File: src/logic/rtc_cfg.svh
// constants of the reloadable timer: register offsets, field positions,
// reset values and fixed counts; definitions only
`ifndef RTC_CFG_SVH
`define RTC_CFG_SVH

// byte offsets on the register bus, one aligned 32-bit word each
`define RTC_ADDR_W        8
`define RTC_OFF_CTRL      8'h00
`define RTC_OFF_COUNT     8'h04
`define RTC_OFF_RELOAD    8'h08
`define RTC_OFF_STATUS    8'h0c

// control register fields
`define RTC_CTRL_EN       0
`define RTC_CTRL_MODE_LO  1
`define RTC_CTRL_MODE_HI  2
`define RTC_CTRL_POL      3
`define RTC_CTRL_PRE_LO   4
`define RTC_CTRL_PRE_HI   6
`define RTC_CTRL_OUTEN    7

// status register fields
`define RTC_STAT_SEEN     0
`define RTC_STAT_LEVEL    1
`define RTC_STAT_EN       2

// reset and reload values
`define RTC_COUNT_RST     16'h0000
`define RTC_RELOAD_RST    16'h0000
`define RTC_COUNT_RESTART 16'h0001
`define RTC_PRE_RST       3'h0

// number of sampled count inputs: timer input pin and comparator
`define RTC_NUM_SRC       2
`define RTC_SRC_PIN       0
`define RTC_SRC_CMP       1

`endif

File: src/logic/rtc_pkg.sv
// types of the reloadable timer
// assumes rtc_cfg.svh for all numeric constants
package rtc_pkg;

	typedef enum logic [1:0] {
		RTC_ONE_SHOT   = 2'b00,
		RTC_CONTINUOUS = 2'b01,
		RTC_COUNTER    = 2'b10,
		RTC_CMP_COUNT  = 2'b11
	} rtc_mode_t;

	typedef struct packed {
		logic        en;
		rtc_mode_t   mode;
		logic        pol;
		logic [2:0]  pre;
		logic        out_en;
		logic [15:0] count;
		logic [15:0] reload;
		logic        seen;
		logic        level;
		logic        tout;
		logic        irq;
		logic        waitreq;
		logic [31:0] rdata;
	} rtc_state_t;

endpackage

File: src/logic/rtc_edge.sv
// two-flop synchroniser plus edge detect for one count input
// assumes the input toggles no faster than a quarter of the clock
`timescale 1ns/1ps
module rtc_edge (
	input  wire logic clock,
	input  wire logic rst_n,
	input  wire logic din,
	output logic      rise,
	output logic      fall
);

	logic [2:0] sh_r;
	logic [2:0] sh_nxt;

	// sh_r[0] is the metastable stage, read only by sh_r[1]
	always_comb begin
		sh_nxt = {sh_r[1:0], din};
		rise   = sh_r[1] && !sh_r[2];
		fall   = !sh_r[1] && sh_r[2];
	end

	always_ff @(posedge clock or negedge rst_n) begin
		if (!rst_n) begin
			sh_r <= 3'h0;
		end else begin
			sh_r <= sh_nxt;
		end
	end

endmodule

File: src/logic/rtc_prescale.sv
// prescaler: one tick every 2**exp clocks while run is high
// assumes asynchronous active-low reset from the parent, released synchronously there
`timescale 1ns/1ps
module rtc_prescale (
	input  wire logic       clock,
	input  wire logic       rst_n,
	input  wire logic       run,
	input  wire logic [2:0] exp_sel,
	output logic            tick
);

	logic [6:0] cnt_r;
	logic [6:0] cnt_nxt;
	logic [6:0] limit;

	// divide values 1 .. 128 as powers of two
	always_comb begin
		limit   = 7'((8'h01 << exp_sel) - 8'h01);
		tick    = run && (cnt_r == limit);
		cnt_nxt = (!run || tick) ? 7'h00 : 7'(cnt_r + 7'h01);
	end

	always_ff @(posedge clock or negedge rst_n) begin
		if (!rst_n) begin
			cnt_r <= 7'h00;
		end else begin
			cnt_r <= cnt_nxt;
		end
	end

endmodule

File: src/logic/rtc_timer.sv
// reloadable 16-bit timer with one-shot, continuous and two edge-count modes
// assumes an Avalon-MM master, a timer input pin and a comparator output
//
// Behaviour
// one-shot: at reload raise interrupt, count to 0001H, clear enable, stop
// one-shot with output on: invert output pin for exactly one clock at reload
// software writes inverse polarity after start for a lasting one-shot level
// continuous: at reload raise interrupt, count to 0001H, keep counting
// repeating modes with output on: toggle output at each reload, hold it
// written start count only for first pass; later passes start at 0001H
// one-shot and continuous count the prescaled system clock
// continuous period is reload times prescale clocks
// counter mode counts selected edge of timer input; polarity picks edge
// edge-counting modes bypass prescaler, one step per qualifying edge
// timer input must not toggle faster than a quarter of the clock
// software loads count with 0001H before enabling counter mode
// comparator mode counts selected edge of comparator output
// comparator output must not toggle faster than a quarter of the clock
// edge select also sets initial output level; output need not be on
// count register reads live count in counter mode
// software disables, configures, then enables the timer last
// prescaler divides system clock by 1 up to 128
// count wraps from FFFFH to 0000H and continues
// count inputs synchronised and edge detected from successive samples
// reload detected by full 16-bit equality when the count advances
`timescale 1ns/1ps
`include "rtc_cfg.svh"
module rtc_timer (
	input  wire logic        clock,
	input  wire logic        rst_n,
	input  wire logic [7:0]  avs_address,
	input  wire logic        avs_read,
	input  wire logic        avs_write,
	input  wire logic [31:0] avs_writedata,
	input  wire logic [3:0]  avs_byteenable,
	output logic [31:0]      avs_readdata,
	output logic             avs_waitrequest,
	input  wire logic        timer_in,
	input  wire logic        cmp_out,
	output logic             timer_out,
	output logic             timer_out_oe,
	output logic             timer_irq
);

	// {valid, word index}; anything above the four words is unmapped
	function automatic logic [2:0] rtc_decode(input logic [7:0] addr);
		logic [2:0] res;
		res = {(addr[7:4] == 4'h0), addr[3:2]};
		return res;
	endfunction

	// byte-lane merge of the low 16 bits
	function automatic logic [15:0] rtc_merge16(input logic [15:0] old,
		input logic [31:0] wd, input logic [3:0] be);
		logic [15:0] res;
		res = old;
		if (be[0]) begin
			res[7:0] = wd[7:0];
		end
		if (be[1]) begin
			res[15:8] = wd[15:8];
		end
		return res;
	endfunction

	logic                   rst_meta_r;
	logic                   rst_sync_n;
	rtc_pkg::rtc_state_t    s_r;
	rtc_pkg::rtc_state_t    s_nxt;
	logic                   pre_tick;
	logic                   clocked_mode;
	logic                   edge_hit;
	logic                   adv;
	logic                   hit;
	logic                   wr_fire;
	logic [2:0]             wr_dec;
	logic [2:0]             rd_dec;
	logic [`RTC_NUM_SRC-1:0] src_in;
	logic [`RTC_NUM_SRC-1:0] src_rise;
	logic [`RTC_NUM_SRC-1:0] src_fall;

	// reset released through two flops
	always_ff @(posedge clock or negedge rst_n) begin
		if (!rst_n) begin
			rst_meta_r <= 1'b0;
			rst_sync_n <= 1'b0;
		end else begin
			rst_meta_r <= 1'b1;
			rst_sync_n <= rst_meta_r;
		end
	end

	assign clocked_mode = (s_r.mode == rtc_pkg::RTC_ONE_SHOT) ||
		(s_r.mode == rtc_pkg::RTC_CONTINUOUS);

	// prescaler held cleared by run low while idle so each start begins a full division
	rtc_prescale u_pre (
		.clock   (clock),
		.rst_n   (rst_sync_n),
		.run     (s_r.en && clocked_mode),
		.exp_sel (s_r.pre),
		.tick    (pre_tick)
	);

	assign src_in[`RTC_SRC_PIN] = timer_in;
	assign src_in[`RTC_SRC_CMP] = cmp_out;

	generate
		for (genvar gi = 0; gi < `RTC_NUM_SRC; gi++) begin : g_src
			rtc_edge u_edge (
				.clock (clock),
				.rst_n (rst_sync_n),
				.din   (src_in[gi]),
				.rise  (src_rise[gi]),
				.fall  (src_fall[gi])
			);
		end
	endgenerate

	always_comb begin
		// polarity high counts rising edges
		if (s_r.mode == rtc_pkg::RTC_COUNTER) begin
			edge_hit = s_r.pol ? src_rise[`RTC_SRC_PIN] : src_fall[`RTC_SRC_PIN];
		end else begin
			edge_hit = s_r.pol ? src_rise[`RTC_SRC_CMP] : src_fall[`RTC_SRC_CMP];
		end
	end

	assign adv     = s_r.en && (clocked_mode ? pre_tick : edge_hit);
	assign hit     = adv && (s_r.count == s_r.reload);
	assign wr_fire = avs_write && !s_r.waitreq;
	assign wr_dec  = rtc_decode(avs_address);
	assign rd_dec  = rtc_decode(avs_address);

	always_comb begin
		s_nxt     = s_r;
		s_nxt.irq = hit;

		// count: reload restarts at 0001H, otherwise wrap past FFFFH
		if (hit) begin
			s_nxt.count = `RTC_COUNT_RESTART;
		end else if (adv) begin
			s_nxt.count = 16'(s_r.count + 16'h0001);
		end
		if (hit && s_r.mode == rtc_pkg::RTC_ONE_SHOT) begin
			s_nxt.en = 1'b0;
		end

		// idle: level follows the edge select bit; running: it moves only at reload,
		// so a polarity rewrite after a one-shot start shows as a lasting change
		if (!s_r.en) begin
			s_nxt.level = s_r.pol;
		end else if (hit) begin
			s_nxt.level = !s_r.level;
		end
		s_nxt.tout = s_nxt.level;

		// bus writes land on the edge where waitrequest is seen low
		if (wr_fire && wr_dec[2]) begin
			case (wr_dec[1:0])
				2'h0: begin
					if (avs_byteenable[0]) begin
						s_nxt.en     = avs_writedata[`RTC_CTRL_EN];
						s_nxt.mode   = rtc_pkg::rtc_mode_t'(
							avs_writedata[`RTC_CTRL_MODE_HI:`RTC_CTRL_MODE_LO]);
						s_nxt.pol    = avs_writedata[`RTC_CTRL_POL];
						s_nxt.pre    = avs_writedata[`RTC_CTRL_PRE_HI:`RTC_CTRL_PRE_LO];
						s_nxt.out_en = avs_writedata[`RTC_CTRL_OUTEN];
					end
				end
				2'h1: begin
					s_nxt.count = rtc_merge16(s_r.count, avs_writedata, avs_byteenable);
				end
				2'h2: begin
					s_nxt.reload = rtc_merge16(s_r.reload, avs_writedata, avs_byteenable);
				end
				2'h3: begin
					if (avs_byteenable[0] && avs_writedata[`RTC_STAT_SEEN]) begin
						s_nxt.seen = 1'b0;
					end
				end
				default: begin
					s_nxt.seen = s_r.seen;
				end
			endcase
		end
		// a reload in the clearing cycle is kept
		if (hit) begin
			s_nxt.seen = 1'b1;
		end

		// one wait cycle, then answer; read data taken from current state
		if ((avs_read || avs_write) && s_r.waitreq) begin
			s_nxt.waitreq = 1'b0;
			s_nxt.rdata   = 32'h0000_0000;
			if (avs_read && rd_dec[2]) begin
				case (rd_dec[1:0])
					2'h0: begin
						s_nxt.rdata[`RTC_CTRL_EN]    = s_r.en;
						s_nxt.rdata[`RTC_CTRL_MODE_HI:`RTC_CTRL_MODE_LO] = s_r.mode;
						s_nxt.rdata[`RTC_CTRL_POL]   = s_r.pol;
						s_nxt.rdata[`RTC_CTRL_PRE_HI:`RTC_CTRL_PRE_LO] = s_r.pre;
						s_nxt.rdata[`RTC_CTRL_OUTEN] = s_r.out_en;
					end
					2'h1: begin
						s_nxt.rdata[15:0] = s_r.count;
					end
					2'h2: begin
						s_nxt.rdata[15:0] = s_r.reload;
					end
					2'h3: begin
						s_nxt.rdata[`RTC_STAT_SEEN]  = s_r.seen;
						s_nxt.rdata[`RTC_STAT_LEVEL] = s_r.tout;
						s_nxt.rdata[`RTC_STAT_EN]    = s_r.en;
					end
					default: begin
						s_nxt.rdata = 32'h0000_0000;
					end
				endcase
			end
		end else begin
			s_nxt.waitreq = 1'b1;
		end
	end

	always_ff @(posedge clock or negedge rst_sync_n) begin
		if (!rst_sync_n) begin
			s_r.en      <= 1'b0;
			s_r.mode    <= rtc_pkg::RTC_ONE_SHOT;
			s_r.pol     <= 1'b0;
			s_r.pre     <= `RTC_PRE_RST;
			s_r.out_en  <= 1'b0;
			s_r.count   <= `RTC_COUNT_RST;
			s_r.reload  <= `RTC_RELOAD_RST;
			s_r.seen    <= 1'b0;
			s_r.level   <= 1'b0;
			s_r.tout    <= 1'b0;
			s_r.irq     <= 1'b0;
			s_r.waitreq <= 1'b1;
			s_r.rdata   <= 32'h0000_0000;
		end else begin
			s_r <= s_nxt;
		end
	end

	assign avs_readdata    = s_r.rdata;
	assign avs_waitrequest = s_r.waitreq;
	assign timer_out       = s_r.tout;
	assign timer_out_oe    = s_r.out_en;
	assign timer_irq       = s_r.irq;

	oneshot_stop_a: assert property (@(posedge clock) disable iff (!rst_sync_n)
		hit && s_r.mode == rtc_pkg::RTC_ONE_SHOT && !wr_fire
		|=> !s_r.en && s_r.irq && s_r.count == 16'h0001 ##1 !s_r.irq)
		else $error("one-shot reload did not stop the timer");

	oneshot_pulse_a: assert property (@(posedge clock) disable iff (!rst_sync_n)
		hit && s_r.mode == rtc_pkg::RTC_ONE_SHOT && !wr_fire
		|=> s_r.tout != $past(s_r.tout) ##1 s_r.tout == s_r.pol)
		else $error("one-shot output pulse not exactly one cycle");

	run_hold_a: assert property (@(posedge clock) disable iff (!rst_sync_n)
		s_r.en && !hit |=> $stable(s_r.tout))
		else $error("output level moved between reloads");

	idle_level_a: assert property (@(posedge clock) disable iff (!rst_sync_n)
		!s_r.en |=> s_r.tout == $past(s_r.pol))
		else $error("idle output level does not follow edge select");

	cont_reload_a: assert property (@(posedge clock) disable iff (!rst_sync_n)
		hit && s_r.mode == rtc_pkg::RTC_CONTINUOUS && !wr_fire
		|=> s_r.en && s_r.irq && s_r.count == 16'h0001)
		else $error("continuous reload wrong");

	level_toggle_a: assert property (@(posedge clock) disable iff (!rst_sync_n)
		hit && s_r.mode != rtc_pkg::RTC_ONE_SHOT && !wr_fire
		|=> s_r.tout != $past(s_r.tout))
		else $error("output did not toggle at reload");

	count_step_a: assert property (@(posedge clock) disable iff (!rst_sync_n)
		adv && !hit && !wr_fire
		|=> s_r.count == 16'($past(s_r.count) + 16'h0001))
		else $error("count did not advance by one");

	count_wrap_a: assert property (@(posedge clock) disable iff (!rst_sync_n)
		adv && s_r.count == 16'hffff && s_r.reload != 16'hffff && !wr_fire
		|=> s_r.count == 16'h0000)
		else $error("count did not wrap to zero");

	presc_space_a: assert property (@(posedge clock) disable iff (!rst_sync_n)
		adv && clocked_mode && s_r.pre != 3'h0 && $stable(s_r.pre) |=> !adv)
		else $error("prescaled count advanced on back-to-back clocks");

	edge_step_a: assert property (@(posedge clock) disable iff (!rst_sync_n)
		s_r.en && s_r.mode == rtc_pkg::RTC_COUNTER && s_r.pol &&
		$past(timer_in, 2) && !$past(timer_in, 3) |-> adv)
		else $error("qualifying edge did not advance count");

	idle_hold_a: assert property (@(posedge clock) disable iff (!rst_sync_n)
		!s_r.en && !wr_fire |=> $stable(s_r.count))
		else $error("count moved while disabled");

	bus_wait_a: assert property (@(posedge clock) disable iff (!rst_sync_n)
		(avs_read || avs_write) && s_r.waitreq |=> !s_r.waitreq ##1 s_r.waitreq)
		else $error("waitrequest not low for exactly one cycle");

endmodule

File: config.mk
export PLATFORM = sky130hd
export DESIGN_NAME = rtc_timer
export DESIGN_NICKNAME = d
export VERILOG_FILES = /design/src/logic/rtc_pkg.sv /design/src/logic/rtc_edge.sv /design/src/logic/rtc_prescale.sv /design/src/logic/rtc_timer.sv
export VERILOG_INCLUDE_DIRS = /design/src /design/src/logic
export SDC_FILE = /design/constraint.sdc
export NUM_CORES = 1
export LEC_CHECK = 0
export BUFFER_PORTS_ARGS = -buffer_cell sky130_fd_sc_hd__buf_2
export CAP_MARGIN = 30
export CORE_ASPECT_RATIO = 2
export CORE_UTILIZATION = 60
export DETAILED_ROUTE_END_ITERATION = 16
export PLACE_DENSITY_LB_ADDON = 0.25
export SLEW_MARGIN = 20
export SYNTH_ARGS = -nofsm -noshare
export SYNTH_HDL_FRONTEND = slang
export SYNTH_HIERARCHICAL = 1
export SYNTH_SLANG_ARGS = --single-unit
File: constraint.sdc
create_clock -name clock -period 6.09 [get_ports clock]
set_input_delay 0.3045 -clock clock [delete_from_list [all_inputs] [get_ports clock]]
set_output_delay 0.3045 -clock clock [all_outputs]
set_load 0.1 [all_outputs]
==> metrics <==
outcome completed; number of instances in the synthesized netlist between 400 and 500; PD cells 295 mW/mm2; Setup CP Type reg -> reg; CTS H-tree lvls 3; adder and majority cell fraction of the synthesized area under 10%; CTS Buf Count 9; vias in the first global route 3263; most common library cell in the layout ignoring fill and taps dfrtp_1; Hold WC Path Type reg -> async; fraction of the yosys area taken by sequential cells a little over two fifths; final antenna-violating net count 0; most frequently used flop master after synthesis dfrtp_1; # Max-Cap Violations 0; netlist area before placement 0.00428 mm2; CTS Root Buffer Type clkbuf_16; number of enable flip-flop cells after synthesis 0; total vias in the final route 3301; average wire length per cell after detail routing 19.1 um; share of synthesized area spent on multiplexers roughly 8%; clock insertion delay at the later pin of the skew report 0.35 ns; arrival time at the worst endpoint 3.52 ns; number of pins with negative max-slew slack in the final report 0; final count of negative-setup-slack endpoints 0; final routed wirelength across all metal layers 10300 um; global-route wire length before repair between 15000 and 20000 um; largest net degree at the start of global routing 73; routability cong. 0.996; setup fix buffers added after clock tree synthesis 0; maximum resistive drop on vdd 200 uV; clk slew on worst S/H paths 0.06 ns; overall die area 0.00749 mm2; # port buffers 49; layout cell share with drive strength beyond 1 a little over a quarter; Area Growth Syn to Fin 11.6%; distinct cell type count after synthesis 67; largest clock skew in the final design 0.00524 ns; fraction of the cycle the final worst path needs 54.0%; accumulated negative setup slack 0 ns; area fraction in compound gates after synthesis around 17%; 1st-iter DRT viols 207; final design utilization between 60% and 70%; number of DRC violations after detailed routing 0; FFs w/ async S/R, synth 100%; Yosys warning total 6; most frequent cells in the layout 73 x dfrtp_1, 49 x buf_2, 32 x nand2_1; Worst Reg-to-Reg Cells 9; non-filler instance count after layout 538; leakage dissipation 2.21 nW; peak fanout along the critical path 11; total half-perimeter wirelength after legalization and detailed placement 7440 um; Worst Path Required 6.32 ns; Floorplan Core Area between 0.006 and 0.007 mm2; final-stage net count 500; Cell Rows 43; highest clock frequency the design can meet 304 MHz; antenna violations before repair 0; simple logic cell fraction of the synthesized area 15.2%; mean post-synth cell area around 10 um2; Slew @ Worst Pin 0.939 ns; Ant. Diodes 0; Worst R2R End s_r[67]$_DFFE_PN0P_; min cycle time layout 3.29 ns; critical path endpoint category flop; Slew headroom 37.4%; total design power between 1 and 1.5 mW; register-to-register setup slack 2.80 ns; router iterations before antenna repair 5; hold violation total from the final report 0; share of the synthesized netlist area taken by xor and xnor gates 5.32%; deepest clock path buffer count 2; combinational family with the most area after synthesis compound AO/OA/AOI/OAI gates; startpoint of the lowest-slack register-to-register path s_r[72]$_DFFE_PN0P_; via density per instance 6.14; clock sinks 75; total I/O pin count 86; y dimension of the die 121 um; filler cell count in the final layout 580; crit start category flop; clock tree from TritonCTS yes; Seq cells post-synth between 70 and 80; Horiz. Die Dim 61.7 um; starting utilization of the core area 62.1%; setup repair after global routing missed its margin false; Inst Count DP 520; combined global-route utilization of all metal layers between 30% and 40%; residual overflow from global routing 0
[layout make-up]
cell class	instances	area, um2	area share, %
Multi-Input combinational cell	292	2080	43.6
Tap cell	90	113	2.36
Clock inverter	4	95.1	1.99
Sequential cell	75	1880	39.4
Clock buffer	12	267	5.58
Inverter	13	48.8	1.02
Timing Repair Buffer	52	290	6.08
[flip-flops by register name, indices dropped and copies added (netlist names)]
register	count
timer_irq	1
rst_meta_r	1
timer_out	1
g_src.u_edge/sh_r	6
timer_out_oe	1
avs_waitrequest	1
u_pre/cnt_r	7
avs_readdata	16
s_r	40
rst_sync_n	1
[critical path: stages, from the launching register on]
cell and delay, ns:
dfrtp_1 0.49, or4_4 0.56, o211ai_2 0.08, nor4b_4 0.42
and3_1 0.24, o22ai_2 0.15, nor3b_4 0.43, a21o_1 0.43
o21ai_0 0.17, a21o_1 0.20
[cells in the mapped netlist, drive strengths merged (2+ instances only)]
master	count	share of area, %
nor3b	2	0.61
a21oi	15	1.8
a31o	2	0.41
nor3	3	0.47
nand2	33	3.0
buf	37	6.6
nor2	7	0.67
o21ai	32	3.8
xnor2	20	4.1
nor2b	6	0.88
nand4	9	1.3
mux2	23	6.1
o22ai	5	0.88
ha	7	2.0
a22oi	8	1.4
xor2	6	1.2
dfrtp	74	43
clkbuf	13	1.1
or2b	2	0.35
o211ai	3	0.76
nand2b	2	0.29
a222oi	8	1.9
or3	2	0.29
conb	2	0.18
and2	2	0.29
nor4	4	0.94
a22o	4	0.82
a21o	3	0.53
and3	14	2.1
a211oi	7	1.2
mux2i	8	1.9
a221oi	3	0.61
and2b	3	0.59
nand3	18	2.3
inv	13	1.1
[where the power goes]
group          internal (mW)  switching, mW
logic                 0.0650          0.139
clock network          0.433          0.205
registers              0.526         0.0406
[logic make-up (layout without fill, tap and decap cells)]
kind of cell	count (synthesis)	count (layout)
other	2	17
xor gates and xnor gates	26	26
buffers and inverters	63	81
AOI/OAI and AO/OA	101	101
and+or+nand+nor	110	110
muxes	31	31
DFF	75	75
adders and majority gates	7	7
[per-stage QoR]
step                cell area, um2  hold slack, ns  worst slack [ns]
detailed placement            4370          0.0243              2.84
CTS                           4740          0.0302              2.83
floorplan                     4330         0.00891              3.31
global placement              4370          0.0219              2.91
global route                  4770          0.0424              2.56
finish                        4770          0.0313              2.80
[routing by layer]
layer,vias to the layer above,track usage [%],wire (um)
li1,1512,-,-
met1,1645,32.9,3530
met2,106,52.5,5790
met3,38,5.44,421
met4,0,18.6,531
met5,-,0,0
[repair_timing]
item	4_1_cts	5_1_grt
hold endpoints to repair	2	0
resized for setup	0	0
hold buffers	1	0
[how the worst max path moves through the flow]
stage | cells past startpoint | slack, ns | to | startpoint
after global placement | 9 | 2.91 | s_r[67]$_DFFE_PN0P_ | s_r[72]$_DFFE_PN0P_
after detailed placement | 9 | 2.84 | s_r[67]$_DFFE_PN0P_ | s_r[72]$_DFFE_PN0P_
after floorplan | 10 | 3.31 | s_r[76]$_DFF_PN0_ | s_r[72]$_DFFE_PN0P_
after global routing | 9 | 2.56 | s_r[76]$_DFF_PN0_ | s_r[72]$_DFFE_PN0P_
final | 9 | 2.80 | s_r[67]$_DFFE_PN0P_ | s_r[72]$_DFFE_PN0P_
after CTS | 9 | 2.83 | s_r[67]$_DFFE_PN0P_ | s_r[72]$_DFFE_PN0P_
Power figures use the tool's default switching activity.
